### src/hdl/vdo_defs.vh
`ifndef VDO_DEFS_VH
`define VDO_DEFS_VH
// register byte offsets
`define VDO_OFF_FMT    12'h000
`define VDO_OFF_STD    12'h004
`define VDO_OFF_OSEL   12'h008
`define VDO_OFF_STAT   12'h00c
// reset values
`define VDO_FMT_RST    8'h00
`define VDO_STD_RST    8'h00
`define VDO_OSEL_RST   8'h00
// format_config_reg fields
`define VDO_FMT_REGCTL 0
`define VDO_FMT_SMP_LO 1
`define VDO_FMT_411    5
`define VDO_FMT_OF_LO  6
// standard_config_reg fields
`define VDO_STD_PAL    0
`define VDO_STD_SYN_LO 1
`define VDO_STD_AUTO   7
// status_output_select and status fields
`define VDO_OSEL_CSYNC 0
`define VDO_STAT_OVF   0
// output formats
`define VDO_OF_656     2'h0
`define VDO_OF_8       2'h1
`define VDO_OF_16      2'h2
`define VDO_OF_RGB     2'h3
// sampling modes
`define VDO_SM_601     3'h0
`define VDO_SM_SQ      3'h1
`define VDO_SM_4FSC    3'h2
// sync modes
`define VDO_SY_FMA     2'h2
`define VDO_SY_FMB     2'h3
// bus slave addresses
`define VDO_ADDR_LO    7'h41
`define VDO_ADDR_HI    7'h43
// line timing, pixels per line total and active
`define VDO_HT_N601    11'd858
`define VDO_HT_P601    11'd864
`define VDO_HT_NSQ     11'd780
`define VDO_HT_PSQ     11'd944
`define VDO_HT_4FSC    11'd910
`define VDO_HA_601     11'd720
`define VDO_HA_NSQ     11'd640
`define VDO_HA_WIDE    11'd768
// field timing, lines per field total and active
`define VDO_VT_N       10'd262
`define VDO_VT_P       10'd312
`define VDO_VA_N       10'd240
`define VDO_VA_P       10'd288
// sync pulse widths
`define VDO_HS_LEN     11'd64
`define VDO_VS_LINES   10'd3
`endif

### src/hdl/vdo_output_port.v
// Contract
// - format pins pick 656, 8, 16 or RGB
// - standard select: 0 NTSC, 1 PAL
// - auto recognition overrides pin at 601 rate
// - sampling pin 601/square; 4fsc register only
// - pin or register control, pins after reset
// - blue bus driven only in RGB
// - main bus: YCbCr, luma or green
// - chroma bus: off, CbCr or red
// - 4:2:2 chroma, limited 4:1:1
// - field flag high on odd field
// - pixel flag high in active pixels
// - line flag high in active lines
// - rate pin: 0 double, 1 normal
// - pixel clock half or equal system clock
// - system clock passed out undivided
// - sleep pin 1 enters low power
// - four sync modes, two fifo two memory
// - closed caption bytes out in vblank
// - slave address follows address select pin
// - status pin: overflow or composite sync
//
// Chosen here: register access over APB and the register addresses.
`timescale 1ns/100ps
`include "vdo_defs.vh"
module vdo_output_port #(
    parameter DW = 8
) (
    input  wire          CLK,
    input  wire          RST_N,
    input  wire          PSEL,
    input  wire          PENABLE,
    input  wire          PWRITE,
    input  wire [11:0]   PADDR,
    input  wire [31:0]   PWDATA,
    output reg  [31:0]   PRDATA,
    output wire          PREADY,
    output wire          PSLVERR,
    input  wire          SYSTEM_CLOCK_IN,
    input  wire          CLOCK_RATE_SELECT,
    input  wire [1:0]    FORMAT_SELECT,
    input  wire          STANDARD_SELECT,
    input  wire          SAMPLING_SELECT,
    input  wire          SLEEP,
    input  wire          ADDR_SELECT,
    input  wire [DW-1:0] PIX_Y,
    input  wire [DW-1:0] PIX_CB,
    input  wire [DW-1:0] PIX_CR,
    input  wire [DW-1:0] PIX_R,
    input  wire [DW-1:0] PIX_G,
    input  wire [DW-1:0] PIX_B,
    input  wire          DETECTED_PAL,
    input  wire          FIFO_OVERFLOW,
    input  wire          CC_VALID,
    input  wire [DW-1:0] CC_DATA,
    output wire          SYSTEM_CLOCK_OUT,
    output wire          PIXEL_CLOCK_OUT,
    output wire [DW-1:0] Y_DATA,
    output wire          Y_OE_N,
    output wire [DW-1:0] C_DATA,
    output wire          C_OE_N,
    output wire [DW-1:0] B_DATA,
    output wire          B_OE_N,
    output wire          FIELD_ODD,
    output wire          ACTIVE_PIXEL_FLAG,
    output wire          ACTIVE_LINE_FLAG,
    output wire          HSYNC_N,
    output wire          VSYNC_N,
    output wire          STATUS_OUT,
    output wire [3:0]    MEM_CTRL
);
    // pin synchronisers: stage one feeds stage two only
    reg  [7:0] sync1_reg;
    reg  [7:0] sync2_reg;
    reg        clk_dly_reg;
    wire [7:0] pins_raw = {SYSTEM_CLOCK_IN, CLOCK_RATE_SELECT,
                           FORMAT_SELECT, STANDARD_SELECT,
                           SAMPLING_SELECT, SLEEP, ADDR_SELECT};
    always @(posedge CLK or negedge RST_N) begin
        if (!RST_N) begin
            sync1_reg   <= 8'h00;
            sync2_reg   <= 8'h00;
            clk_dly_reg <= 1'b0;
        end else begin
            sync1_reg   <= pins_raw;
            sync2_reg   <= sync1_reg;
            clk_dly_reg <= sync2_reg[7];
        end
    end
    wire       sclk     = sync2_reg[7];
    wire       rate_nrm = sync2_reg[6];
    wire [1:0] pin_fmt  = sync2_reg[5:4];
    wire       pin_std  = sync2_reg[3];
    wire       pin_smp  = sync2_reg[2];
    wire       sleep    = sync2_reg[1];
    wire       addr_sel = sync2_reg[0];
    wire       sclk_up  = sclk & ~clk_dly_reg;

    // raw clock straight through, no division
    assign SYSTEM_CLOCK_OUT = SYSTEM_CLOCK_IN;

    // registers
    reg  [7:0] fmt_reg;
    reg  [7:0] std_reg;
    reg  [7:0] osel_reg;
    reg        ovf_reg;
    reg        field_reg;
    wire       wr_en = PSEL & PENABLE & PWRITE;
    wire       acc   = PSEL & PENABLE;
    wire       mapped = (PADDR == `VDO_OFF_FMT) | (PADDR == `VDO_OFF_STD)
                      | (PADDR == `VDO_OFF_OSEL) | (PADDR == `VDO_OFF_STAT);
    wire       ovf_clr = wr_en & (PADDR == `VDO_OFF_STAT)
                       & PWDATA[`VDO_STAT_OVF];

    // control selection, pins win until the register bit is set
    wire       reg_ctl = fmt_reg[`VDO_FMT_REGCTL];
    wire [1:0] ofmt = reg_ctl ? fmt_reg[`VDO_FMT_OF_LO+:2] : pin_fmt;
    wire [2:0] smp  = reg_ctl ? fmt_reg[`VDO_FMT_SMP_LO+:3]
                              : {2'b00, pin_smp};
    wire       std_sel = reg_ctl ? std_reg[`VDO_STD_PAL] : pin_std;
    wire       auto_on = std_reg[`VDO_STD_AUTO] & (smp == `VDO_SM_601);
    // 4fsc exists for NTSC only, so it forces the NTSC timing
    wire       pal = (auto_on ? DETECTED_PAL : std_sel)
                   & (smp != `VDO_SM_4FSC);
    wire [1:0] sync_mode = std_reg[`VDO_STD_SYN_LO+:2];
    wire       fm_mode = sync_mode[1];
    wire       q411 = fmt_reg[`VDO_FMT_411];
    wire [6:0] slave_addr = addr_sel ? `VDO_ADDR_HI : `VDO_ADDR_LO;

    // apb slave: zero wait, unmapped gives error and zero data
    assign PREADY  = 1'b1;
    assign PSLVERR = acc & ~mapped;
    always @(posedge CLK or negedge RST_N) begin
        if (!RST_N) begin
            fmt_reg  <= `VDO_FMT_RST;
            std_reg  <= `VDO_STD_RST;
            osel_reg <= `VDO_OSEL_RST;
        end else if (wr_en) begin
            case (PADDR)
                `VDO_OFF_FMT:  fmt_reg  <= PWDATA[7:0];
                `VDO_OFF_STD:  std_reg  <= PWDATA[7:0];
                `VDO_OFF_OSEL: osel_reg <= PWDATA[7:0];
                default:       fmt_reg  <= fmt_reg;
            endcase
        end
    end

    // read data staged in the setup cycle so it is a flop in access
    always @(posedge CLK or negedge RST_N) begin
        if (!RST_N) begin
            PRDATA <= 32'h00000000;
        end else if (PSEL & ~PENABLE) begin
            case (PADDR)
                `VDO_OFF_FMT:  PRDATA <= {24'h000000, fmt_reg};
                `VDO_OFF_STD:  PRDATA <= {24'h000000, std_reg};
                `VDO_OFF_OSEL: PRDATA <= {24'h000000, osel_reg};
                `VDO_OFF_STAT: PRDATA <= {17'h00000, slave_addr, 4'h0,
                                          sleep, pal, field_reg, ovf_reg};
                default:       PRDATA <= 32'h00000000;
            endcase
        end
    end

    // overflow flag: a new event beats a clear in the same cycle
    always @(posedge CLK or negedge RST_N) begin
        if (!RST_N) begin
            ovf_reg <= 1'b0;
        end else if (FIFO_OVERFLOW & ~fm_mode) begin
            ovf_reg <= 1'b1;
        end else if (ovf_clr) begin
            ovf_reg <= 1'b0;
        end
    end

    // pixel clock from sampled system clock edges
    reg  pclk_reg;
    reg  div_reg;
    wire tick = sclk_up & (rate_nrm | ~div_reg) & ~sleep;
    always @(posedge CLK or negedge RST_N) begin
        if (!RST_N) begin
            pclk_reg <= 1'b0;
            div_reg  <= 1'b0;
        end else if (sleep) begin
            pclk_reg <= 1'b0;
            div_reg  <= 1'b0;
        end else if (rate_nrm) begin
            pclk_reg <= sclk;
            div_reg  <= 1'b0;
        end else if (sclk_up) begin
            div_reg  <= ~div_reg;
            pclk_reg <= ~div_reg;
        end
    end
    assign PIXEL_CLOCK_OUT = pclk_reg;

    // line and field geometry per standard and sampling
    reg [10:0] htot;
    reg [10:0] hact;
    always @* begin
        htot = pal ? `VDO_HT_P601 : `VDO_HT_N601;
        hact = `VDO_HA_601;
        case (smp)
            `VDO_SM_SQ: begin
                htot = pal ? `VDO_HT_PSQ : `VDO_HT_NSQ;
                hact = pal ? `VDO_HA_WIDE : `VDO_HA_NSQ;
            end
            `VDO_SM_4FSC: begin
                htot = `VDO_HT_4FSC;
                hact = `VDO_HA_WIDE;
            end
            default: begin
                htot = pal ? `VDO_HT_P601 : `VDO_HT_N601;
                hact = `VDO_HA_601;
            end
        endcase
    end
    wire [9:0]  vtot   = pal ? `VDO_VT_P : `VDO_VT_N;
    wire [9:0]  vstart = vtot - (pal ? `VDO_VA_P : `VDO_VA_N);
    wire [10:0] hstart = htot - hact;

    // timing counters; byte formats spend two ticks per pixel
    reg  [10:0] hcnt_reg;
    reg  [9:0]  vcnt_reg;
    reg         phase_reg;
    wire        mux8 = ~ofmt[1];
    wire        step = ~mux8 | phase_reg;
    always @(posedge CLK or negedge RST_N) begin
        if (!RST_N) begin
            hcnt_reg  <= 11'h000;
            vcnt_reg  <= 10'h000;
            phase_reg <= 1'b0;
            field_reg <= 1'b1;
        end else if (tick) begin
            phase_reg <= mux8 & ~phase_reg;
            if (step) begin
                if (hcnt_reg >= htot - 11'h001) begin
                    hcnt_reg <= 11'h000;
                    if (vcnt_reg >= vtot - 10'h001) begin
                        vcnt_reg  <= 10'h000;
                        field_reg <= ~field_reg;
                    end else begin
                        vcnt_reg <= vcnt_reg + 10'h001;
                    end
                end else begin
                    hcnt_reg <= hcnt_reg + 11'h001;
                end
            end
        end
    end

    wire h_act = hcnt_reg >= hstart;
    wire v_act = vcnt_reg >= vstart;
    wire [1:0] bidx = {hcnt_reg[0], phase_reg};
    wire eav = hcnt_reg < 11'h002;
    wire sav = (hcnt_reg >= hstart - 11'h002) & ~h_act;
    // timing reference word: field, vblank, hblank and protection bits
    wire fb = ~field_reg;
    wire vb = ~v_act;
    wire hb = eav;
    wire [7:0] xy = {1'b1, fb, vb, hb, vb ^ hb, fb ^ hb, fb ^ vb,
                     fb ^ vb ^ hb};

    // chroma hold for the limited 4:1:1 mode
    reg [DW-1:0] cb_hold_reg;
    reg [DW-1:0] cr_hold_reg;
    reg [DW-1:0] cc_reg;
    reg          cc_full_reg;
    always @(posedge CLK or negedge RST_N) begin
        if (!RST_N) begin
            cb_hold_reg <= {DW{1'b0}};
            cr_hold_reg <= {DW{1'b0}};
        end else if (tick & step & (hcnt_reg[1:0] == 2'h3)) begin
            cb_hold_reg <= PIX_CB;
            cr_hold_reg <= PIX_CR;
        end
    end
    wire [DW-1:0] cb = q411 ? cb_hold_reg : PIX_CB;
    wire [DW-1:0] cr = q411 ? cr_hold_reg : PIX_CR;
    wire          crsel = q411 ? hcnt_reg[1] : hcnt_reg[0];
    wire [DW-1:0] cmux = crsel ? cr : cb;

    // closed caption byte waits for the next blanking line
    wire cc_out = ~v_act & h_act & cc_full_reg;
    always @(posedge CLK or negedge RST_N) begin
        if (!RST_N) begin
            cc_reg      <= {DW{1'b0}};
            cc_full_reg <= 1'b0;
        end else if (CC_VALID) begin
            cc_reg      <= CC_DATA;
            cc_full_reg <= 1'b1;
        end else if (tick & step & cc_out
                     & (hcnt_reg >= htot - 11'h001)) begin
            cc_full_reg <= 1'b0;
        end
    end

    // next bus values
    reg [DW-1:0] y_next;
    reg [DW-1:0] c_next;
    reg [DW-1:0] b_next;
    always @* begin
        c_next = {DW{1'b0}};
        b_next = {DW{1'b0}};
        if (cc_out) begin
            y_next = cc_reg;
        end else if (h_act & v_act) begin
            case (ofmt)
                `VDO_OF_16: begin
                    y_next = PIX_Y;
                    c_next = cmux;
                end
                `VDO_OF_RGB: begin
                    y_next = PIX_G;
                    c_next = PIX_R;
                    b_next = PIX_B;
                end
                default: y_next = phase_reg ? PIX_Y : cmux;
            endcase
        end else if (ofmt == `VDO_OF_656 && (eav || sav)) begin
            case (bidx)
                2'h0:    y_next = 8'hff;
                2'h1:    y_next = 8'h00;
                2'h2:    y_next = 8'h00;
                default: y_next = xy;
            endcase
        end else if (ofmt == `VDO_OF_656) begin
            y_next = phase_reg ? 8'h10 : 8'h80;
        end else begin
            y_next = 8'h00;
        end
    end

    // output flops, all changed on the tick that raises pixel clock
    reg [DW-1:0] y_reg;
    reg [DW-1:0] c_reg;
    reg [DW-1:0] b_reg;
    reg          hflag_reg;
    reg          vflag_reg;
    reg          odd_reg;
    reg          hs_reg;
    reg          vs_reg;
    reg          stat_reg;
    reg [3:0]    mem_reg;
    wire         hs_n = ~(hcnt_reg < `VDO_HS_LEN);
    wire         vs_n = ~(vcnt_reg < `VDO_VS_LINES);
    wire         wr_on = h_act & v_act;
    wire         top = (hcnt_reg == 11'h000);
    // second memory mode reads back one line behind the write
    wire         rd_line = (sync_mode == `VDO_SY_FMB);
    always @(posedge CLK or negedge RST_N) begin
        if (!RST_N) begin
            y_reg     <= {DW{1'b0}};
            c_reg     <= {DW{1'b0}};
            b_reg     <= {DW{1'b0}};
            hflag_reg <= 1'b0;
            vflag_reg <= 1'b0;
            odd_reg   <= 1'b1;
            hs_reg    <= 1'b1;
            vs_reg    <= 1'b1;
            stat_reg  <= 1'b0;
            mem_reg   <= 4'h0;
        end else if (tick) begin
            y_reg     <= y_next;
            c_reg     <= c_next;
            b_reg     <= b_next;
            hflag_reg <= h_act;
            vflag_reg <= v_act;
            odd_reg   <= field_reg;
            hs_reg    <= hs_n;
            vs_reg    <= vs_n;
            // composite sync is low while either sync is low
            stat_reg  <= osel_reg[`VDO_OSEL_CSYNC] ? (hs_n & vs_n)
                                                   : ovf_reg;
            mem_reg   <= fm_mode ? {wr_on, wr_on,
                          top & (vcnt_reg == {9'h000, rd_line}),
                          top & (vcnt_reg == 10'h000)} : 4'h0;
        end
    end

    // bus enables, active low; sleep floats every data bus
    assign Y_OE_N = sleep;
    assign C_OE_N = sleep | mux8;
    assign B_OE_N = sleep | (ofmt != `VDO_OF_RGB);
    assign Y_DATA = y_reg;
    assign C_DATA = c_reg;
    assign B_DATA = b_reg;
    assign FIELD_ODD         = odd_reg;
    assign ACTIVE_PIXEL_FLAG = hflag_reg;
    assign ACTIVE_LINE_FLAG  = vflag_reg;
    assign HSYNC_N    = hs_reg;
    assign VSYNC_N    = vs_reg;
    assign STATUS_OUT = stat_reg;
    assign MEM_CTRL   = mem_reg;
endmodule

### config.mk
export PLATFORM = sky130hd
export DESIGN_NAME = vdo_output_port
export DESIGN_NICKNAME = d
export VERILOG_FILES = /design/src/hdl/vdo_output_port.v
export VERILOG_INCLUDE_DIRS = /design/src /design/src/hdl
export SDC_FILE = /design/constraint.sdc
export NUM_CORES = 1
export LEC_CHECK = 0
export BUFFER_PORTS_ARGS = -buffer_cell sky130_fd_sc_hd__buf_2
export CAP_MARGIN = 5
export CELL_PAD_IN_SITES_DETAIL_PLACEMENT = 0
export CELL_PAD_IN_SITES_GLOBAL_PLACEMENT = 1
export CORE_MARGIN = 3
export CORE_UTILIZATION = 38
export CTS_BUF_LIST = sky130_fd_sc_hd__clkbuf_16
export DETAILED_ROUTE_END_ITERATION = 8
export PLACE_DENSITY_LB_ADDON = 0.1
export SKIP_CTS_REPAIR_TIMING = 1
export SLEW_MARGIN = 15
export SYNTH_ARGS = -nofsm -noshare
export SYNTH_HDL_FRONTEND = slang
export SYNTH_SLANG_ARGS = --single-unit
### constraint.sdc
create_clock -name CLK -period 4.88 [get_ports CLK]
set_input_delay 0.976 -clock CLK [delete_from_list [all_inputs] [get_ports CLK]]
set_output_delay 0.976 -clock CLK [all_outputs]
set_load 0.01 [all_outputs]
; ---- Word-level counts from Yosys, hierarchy flattened
; Cells that the tools add are included.
[word_totals]
regBits = 158
in_bits = 116
output_inout_bits = 73
wordCells = 167
[op_classes]
add_sub_neg = 7
order_cmp = 8
eq_ne = 14
muxes = 44
n_bitwise = 48
reduce_logical = 18
[op_table]
columns = op, count
row1 = 8-bit 2-to-1 mux, 15
row2 = 8-bit case mux with 2 select lines, 4
row3 = 15-bit case mux with 4 select lines, 1
row4 = 11-bit >= comparator, 3
row5 = 1-bit bitwise AND, 24
row6 = "12-bit by 4-bit == test with 1-bit output, second input constant", 2
row7 = 10-bit >= comparator, 2
row8 = 9-bit 2-to-1 mux, 2
row9 = 9-bit case mux with 2 select lines, 1
row10 = 1-bit 2-to-1 mux, 13
row11 = 1-bit inverter, 13
row12 = "12-bit by 3-bit == test with 1-bit output, second input constant", 1
row13 = 12-bit logical NOT, 1
row14 = 6-bit 2-to-1 mux, 2
row15 = "11-bit by 1-bit adder with 11-bit output, second input constant", 1
row16 = 11-bit logical NOT, 1
row17 = "11-bit by 2-bit < comparator with 1-bit output, second input constant", 1
row18 = "11-bit by 7-bit < comparator with 1-bit output, second input constant", 1
row19 = 11-bit 2-to-1 mux, 1
row20 = "11-bit by 1-bit subtractor with 11-bit output, second input constant", 1
row21 = 11-bit subtractor, 1
row22 = "11-bit by 2-bit subtractor with 11-bit output, second input constant", 1
row23 = "10-bit by 1-bit adder with 10-bit output, second input constant", 1
row24 = 10-bit by 1-bit == test with 1-bit output, 1
row25 = other kinds (26), 45

; ---- Logic depth before layout (Yosys ltp)
; Gate-level depths: netlist of the first run.
[logic_depth]
word_depth = 16
mapped_depth = 18
ltp_nobuf = 17

; ---- Least setup slack after synthesis of the first run
; OpenSTA, ideal clock, no wires.
[synth_timing]
path_type = input port to flip-flop
start = input DETECTED_PAL
end = register c_reg[6] (netlist: C_DATA[6])
setup_ps = 126
arrival_ps = 4500
required_ps = 4754
setup_slack_ps = 254
path_stages = 14
n_path_buf = 2
cell_sequence = mux2i_1 -> nor2_1 -> inv_1 -> ha_1 -> fa_1 -> xnor2_1 -> ha_1 -> a211o_1 -> or4_1 -> buf_6 -> nand2_4 -> nor3_4 -> buf_6 -> a221o_1
[synth_between]
elab_chain_len = 9
word_cells_on_any_way = 19
cone_classes = add/sub (2) / order compare (2) / mux (10) / bitwise (5)
[synth_lines]
columns = element, line
row1 = from (decl), vdo_output_port.v:52  ; input wire DETECTED_PAL,
row2 = 1-bit 2-to-1 mux *, vdo_output_port.v:123  ; wire pal = (auto_on ? DETECTED_PAL : std_sel)
row3 = 1-bit bitwise AND *, vdo_output_port.v:123
row4 = "6-bit 2-to-1 mux (no source line), or another cell as far along", --
row5 = "8-bit case mux with 2 select lines, or another cell as far along", vdo_output_port.v:202  ; case (smp)
row6 = 11-bit subtractor / 10-bit >= comparator (equally long branches), "vdo_output_port.v:219, vdo_output_port.v:252"
row7 = 11-bit >= comparator / 1-bit inverter (equally long branches), "vdo_output_port.v:251, vdo_output_port.v:283"
row8 = 1-bit bitwise AND (on tied branches), "vdo_output_port.v:306, vdo_output_port.v:283"
row9 = 8-bit 2-to-1 mux / 1-bit bitwise AND (equally long branches), "vdo_output_port.v:306, vdo_output_port.v:283"
row10 = 8-bit 2-to-1 mux *, vdo_output_port.v:304  ; if (cc_out) begin
row11 = to (signal assigned), vdo_output_port.v:353  ; c_reg <= {DW{1'b0}};
row12 = to (signal assigned), vdo_output_port.v:364  ; c_reg <= c_next;
row13 = to (decl), vdo_output_port.v:335  ; reg [DW-1:0] c_reg;
; Mark *: on every way between the ends. The rest lies on a longest branch, timed or not.
; A chain may end at the register's enable or synchronous reset.

; ---- Final worst setup path of the first run
[layout_timing]
start = register fmt_reg[0]
end = register c_reg[4] (netlist: C_DATA[4])
[layout_between]
elab_chain_len = 12
word_cells_on_any_way = 30
cone_classes = add/sub (2) / order compare (2) / eq/ne (5) / mux (14) / bitwise (6) / reduce/logical (1)
[layout_lines]
columns = element, line
row1 = from (decl), vdo_output_port.v:103  ; reg [7:0] fmt_reg;
row2 = from (signal assigned), vdo_output_port.v:135  ; fmt_reg <= `VDO_FMT_RST;
row3 = from (signal assigned), vdo_output_port.v:140  ; `VDO_OFF_FMT: fmt_reg <= PWDATA[7:0];
row4 = from (signal assigned), vdo_output_port.v:143  ; default: fmt_reg <= fmt_reg;
row5 = 3-bit 2-to-1 mux, vdo_output_port.v:118  ; wire [2:0] smp = reg_ctl ? fmt_reg[`VDO_FMT_SMP_LO+:3]
row6 = 3-bit logical NOT (no source line), --
row7 = 1-bit bitwise AND, vdo_output_port.v:121  ; wire auto_on = std_reg[`VDO_STD_AUTO] & (smp == `VDO_SM_601);
row8 = 1-bit 2-to-1 mux, vdo_output_port.v:123
row9 = 1-bit bitwise AND, vdo_output_port.v:123
row10 = "6-bit 2-to-1 mux (no source line), or another cell as far along", --
row11 = "8-bit case mux with 2 select lines, or another cell as far along", vdo_output_port.v:202
row12 = 11-bit subtractor / 10-bit >= comparator (equally long branches), "vdo_output_port.v:219, vdo_output_port.v:252"
row13 = 11-bit >= comparator / 1-bit inverter (equally long branches), "vdo_output_port.v:251, vdo_output_port.v:283"
row14 = 1-bit bitwise AND (on tied branches), "vdo_output_port.v:306, vdo_output_port.v:283"
row15 = 8-bit 2-to-1 mux / 1-bit bitwise AND (equally long branches), "vdo_output_port.v:306, vdo_output_port.v:283"
row16 = 8-bit 2-to-1 mux *, vdo_output_port.v:304
; Marked as above.

==> results of run 1 <==
-- cells in the final DEF, fill, tap and decap left out, types with 14 or more instances in the layout --
cell type  netlist  routed
buf_2            1     141
nand2b_1        16      16
inv_1           24      25
nand2_1         47      47
nor2_1          43      43
and3_1          14      14
clkbuf_16        0      17
dfrtp_1        131     131
nand3_1         14      14
mux2_2          50      50
o22ai_1         18      18
mux2i_1         24      24
ha_1            43      43
a21oi_1         27      27
conb_1           2      22
o21ai_0         24      24
-- power by group through the flow --
stage	Clock, mW	Combinational [mW]	Sequential [mW]
after CTS	1.42	1.11	1.56
after detailed placement	0	1.11	1.58
after floorplan	0	0.808	1.49
after global routing	1.48	1.24	1.60
after global placement	0	1.08	1.57
final	1.39	1.11	1.56
-- per-layer routing --
| metal | track usage | routed length (µm) |
|---|---|---|
| met1 | 0.252 | 9200 |
| met2 | 0.319 | 10100 |
| met3 | 0.0392 | 827 |
| met4 | 0.0337 | 125 |
| met5 | 0 | 0 |
-- critical path, stage by stage (launching register included) --
cell and delay [ns]:
dfrtp_1 0.58, nor4b_1 0.26, o21ai_0 0.14, mux2i_1 0.16, nor2_1 0.16, inv_1 0.08, ha_1 0.24, fa_1 0.39
xnor2_1 0.28, ha_1 0.32, a211o_1 0.31, or4_1 0.72, nand2_4 0.21, nor3_4 0.06, buf_12 0.17, a221o_1 0.34
-- area by class of cell --
class                      count  area share
inverter                      24     0.00980
tap                          265      0.0361
clock buffer                  17      0.0463
clock inverter                14      0.0227
timing repair buffer         152      0.0876
sequential                   135       0.368
multi-input combinational    524       0.429
-- synth_stat cells (3+ instances only) --
cell type and number:
dfrtp_1 131, mux2_2 50, nand2_1 47, ha_1 43
nor2_1 43, a21oi_1 27, buf_4 25, inv_1 24
mux2i_1 24, o21ai_0 24, clkbuf_1 18, o22ai_1 18
nand2b_1 16, and3_1 14, nand3_1 14, nor2b_1 13
xnor2_1 13, nor3_1 11, a22o_1 10, o211ai_1 10
a211oi_1 9, a221o_1 7, and2_1 7, buf_1 6
nand4_1 6, xor2_1 6, nor4_1 5, o21a_1 5
o2bb2ai_1 5, o31ai_1 5, or3_1 5, and2_0 4
dfstp_2 4, a21bo_2 3, a21o_1 3, mux4_2 3
nand3b_1 3, o31a_1 3, or4_1 3
-- cell families after synthesis --
family,synth area share
AND/OR/NAND/NOR,0.150
other,0.000982
adder cells (fa/ha/maj),0.0730
flip-flops,0.442
XOR/XNOR,0.0218
multiplexers,0.114
AO/OA/AOI/OAI,0.146
buffers and inverters,0.0517
-- metrics by stage --
stage / instance area (µm²) / cells
3_5_place_dp: 8530 / 1099
6_report: 9190 / 1131
2_1_floorplan: 7720 / 735
4_1_cts: 9170 / 1130
5_1_grt: 9190 / 1131
3_3_place_gp: 8530 / 1099
-- worst min path at each step --
stage	to	slack (ns)	cells past startpoint	start
finish	sync2_reg[1]	0.35	0	sync1_reg[1]
CTS	sync2_reg[7]	0.35	0	sync1_reg[7]
global route	sync2_reg[6]	0.36	0	sync1_reg[6]
floorplan	sync2_reg[0]	0.33	0	sync1_reg[0]
global placement	sync2_reg[1]	0.33	0	sync1_reg[1]
detailed placement	sync2_reg[1]	0.33	0	sync1_reg[1]
==> flow_metrics.tcl, run 1 <==
set metrics [dict create \
    vias 5941 \
    via_per_inst 5.25 \
    tightest_slew_ns 1.09 \
    p_int_mw 2.72 \
    ys_ff_latch 135 \
    r2r-start "fmt_reg[0]" \
    rows 51 \
    outcome "completed" \
    n_fill_cell 1819 \
    ctsLongestPathBuffers 2 \
    final_util 0.469 \
    syn_to_final_growth_pct 20.1 \
    cp-endpoint "C_DATA[4]" \
    core-area_um2 19600 \
    synth_ff_type "dfrtp_1" \
    syn_inst 715 \
    p_leak_nw 4.34 \
    die_y_um 148 \
    p_total_mw 4.05 \
    clock-sinks 135 \
    timing.final.ws_setup_ns 0.340 \
    cts_buffers 17 \
    die_x_um 148 \
    ys_async_sr_fraction 1.00 \
    clockRootBuffer "clkbuf_16" \
    port_buffers 142 \
    rsz0062_at_grt "false" \
    fmax_mhz 220 \
    synth_cell_type_count 77 \
    hold_violations 0 \
    cp-startpoint "fmt_reg[0]" \
    power.density_nw_per_um2 441 \
    drt_wl_total_um 20200 \
    clkPwrFrac 0.342 \
    first_pass_iters 5 \
    slew_violations 0 \
    drc 0 \
    gp_congestion 0.826 \
    skew_ns 0.00817 \
    ir_drop_mv 0.253 \
    place_ws_ns 0.206 \
    largest_reg_flops 11 \
    postSynthAreaPerCell_um2 10.7 \
    grt_max_degree 102 \
    p_sw_frac 0.329 \
    grt_pass1_vias 6094 \
    hold_class "reg2reg" \
    startpoint_type "flip-flop" \
    seqCellArea_um2 3380 \
    clkLatencyLatePin_ns 0.42 \
    grt_use_total 0.188 \
    period_share 0.930 \
    die_area_um2 21900 \
    post_drt_wl_per_cell_um 17.9 \
    whs_ns 0.345 \
    netlist_area_um2 7650 \
    rr_endpoint "C_DATA[4]" \
    power.switching_mw 1.33 \
    path_max_fanout 16 \
    synth-seq-area-share 0.442 \
    drt_iter0_drc 355 \
    grt_overflow 0 \
    relSlewSlack 0.264 \
    synth_area_leaders "dfrtp_1 43%, mux2_2 7.4%, ha_1 7.0%, mux2i_1 3.1%, buf_4 2.5%" \
    drive_above_1_share 0.301 \
    final_antenna_net_count 0 \
    arrival_ns 4.84 \
    initial_utilization 0.390 \
    synth_edf_count 0 \
    critPathCaptureType "flip-flop" \
    reg2reg_depth 15 \
    yosysTopAreaCellShare 0.429 \
    num-nets-final 1014 \
    cts_tree "done" \
    tns_ns 0 \
    multi_input_area_um2 3950 \
    yosys_warnings 0 \
    clk_pin_slew_ns 0.06 \
    cp.required_ns 5.18 \
    setup-violations-final 0 \
    hpwl_um 15100 \
    grt_pass1_wl_um 32700 \
    htreeDepth 4 \
    power_frac_seq 0.385 \
    antenna_found_initial 0 \
    period_minus_slack_ns 4.54 \
    io_pins 189 \
    num_antenna_cells 0 \
    drv_cap 0 \
    crit_type "reg2reg" \
    comb_power_share 0.273 \
    rrSetupSlack_ns 0.34 \
    synth_top_area_cell "dfrtp_1" \
]
No activity file was read; power rests on OpenSTA's default activity.
==> run 2: changes to the inputs <==
--- a/config.mk
+++ b/config.mk
@@ -14,6 +14,7 @@
 export CORE_UTILIZATION = 38
 export CTS_BUF_LIST = sky130_fd_sc_hd__clkbuf_16
 export DETAILED_ROUTE_END_ITERATION = 8
+export MAX_ROUTING_LAYER = met4
 export PLACE_DENSITY_LB_ADDON = 0.1
 export SKIP_CTS_REPAIR_TIMING = 1
 export SLEW_MARGIN = 15
==> flow_metrics.tcl, run 2 (synthesis results as in run 1) <==
set metrics [dict create \
    outcome "completed" \
    cp-startpoint "fmt_reg[0]" \
    clock-sinks 135 \
    drv_cap 0 \
    clkLatencyLatePin_ns 0.42 \
    drive_above_1_share 0.301 \
    clockRootBuffer "clkbuf_16" \
    setup-violations-final 0 \
    period_share 0.929 \
    die_x_um 148 \
    final_util 0.469 \
    p_total_mw 4.05 \
    largest_reg_flops 11 \
    tightest_slew_ns 1.09 \
    skew_ns 0.00830 \
    p_leak_nw 4.34 \
    reg2reg_depth 15 \
    grt_pass1_wl_um 32700 \
    io_pins 189 \
    grt_pass1_vias 6091 \
    port_buffers 142 \
    dpl_cell_area_um2 8530 \
    hold_violations 0 \
    startpoint_type "flip-flop" \
    antenna_found_initial 0 \
    syn_to_final_growth_pct 20.1 \
    ir_drop_mv 0.254 \
    path_max_fanout 16 \
    fmax_mhz 221 \
    drc 0 \
    via_per_inst 5.24 \
    layout_commonest_cell "buf_2" \
    hpwl_um 15100 \
    finalInstanceArea_um2 9190 \
    slew_violations 0 \
    initial_utilization 0.390 \
    cts_buffers 17 \
    cp.required_ns 5.17 \
    hold_class "reg2reg" \
    grt_max_degree 102 \
    rsz0062_at_grt "false" \
    tns_ns 0 \
    clk_pin_slew_ns 0.06 \
    r2r-start "fmt_reg[0]" \
    mostFrequentLayoutCells "141 x buf_2, 131 x dfrtp_1, 50 x mux2_2" \
    post_drt_wl_per_cell_um 17.9 \
    arrival_ns 4.83 \
    grt_use_total 0.194 \
    gp_congestion 0.838 \
    cp-endpoint "C_DATA[4]" \
    rr_endpoint "C_DATA[4]" \
    critPathCaptureType "flip-flop" \
    rrSetupSlack_ns 0.35 \
    vias 5921 \
    ctsLongestPathBuffers 2 \
    period_minus_slack_ns 4.53 \
    die_area_um2 21900 \
    drt_iter0_drc 319 \
    first_pass_iters 4 \
    num-nets-final 1014 \
    die_y_um 148 \
    grt_overflow 0 \
    htreeDepth 4 \
    cts_tree "done" \
    rows 51 \
    drt_wl_total_um 20200 \
    core-area_um2 19600 \
    power.density_nw_per_um2 441 \
    crit_type "reg2reg" \
    relSlewSlack 0.268 \
    num_antenna_cells 0 \
    final_antenna_net_count 0 \
    whs_ns 0.346 \
]
==> run 2: power breakdown <==
part / internal, mW / switching, mW / leakage [nW]
logic: 0.508 / 0.598 / 2.33
registers: 1.31 / 0.249 / 1.70
clock network: 0.899 / 0.487 / 0.306
==> run 2: routing by layer <==
| layer | global-route usage | wire, µm |
|---|---|---|
| met3 | 0.0392 | 829 |
| met4 | 0.0337 | 135 |
| met5 | - | 0 |
| met1 | 0.254 | 9180 |
| met2 | 0.318 | 10000 |
==> run 2: worst max-delay path: stages, from the launching register on <==
cell and delay (ns):
dfrtp_1 0.58, nor4b_1 0.26, o21ai_0 0.14, mux2i_1 0.17
nor2_1 0.16, inv_1 0.08, ha_1 0.24, fa_1 0.39
xnor2_1 0.28, ha_1 0.32, a211o_1 0.31, or4_1 0.72
nand2_4 0.21, nor3_4 0.06, buf_12 0.17, a221o_1 0.34
==> run 2: layout make-up <==
cell class	instances	area, µm²
clock inverter	14	209
timing repair buffer	152	805
tap	265	332
clock buffer	17	425
multi-input combinational	524	3950
sequential	135	3380
inverter	24	90.1
fill	1819	10400
==> run 2: how the worst min path moves through the flow <==
stage,slack (ns),from,end,depth (start not counted)
after floorplan,0.33,sync1_reg[0],sync2_reg[0],0
after global placement,0.33,sync1_reg[1],sync2_reg[1],0
after detailed placement,0.33,sync1_reg[1],sync2_reg[1],0
after CTS,0.35,sync1_reg[7],sync2_reg[7],0
after global routing,0.36,sync1_reg[6],sync2_reg[6],0
final,0.35,sync1_reg[1],sync2_reg[1],0
==> run 2: metrics by stage <==
step | std cells | worst slack [ns]
2_1_floorplan | 735 | 0.254
3_3_place_gp | 1099 | 0.308
3_5_place_dp | 1099 | 0.206
4_1_cts | 1130 | 0.248
5_1_grt | 1131 | 0.00903
6_report | 1131 | 0.345
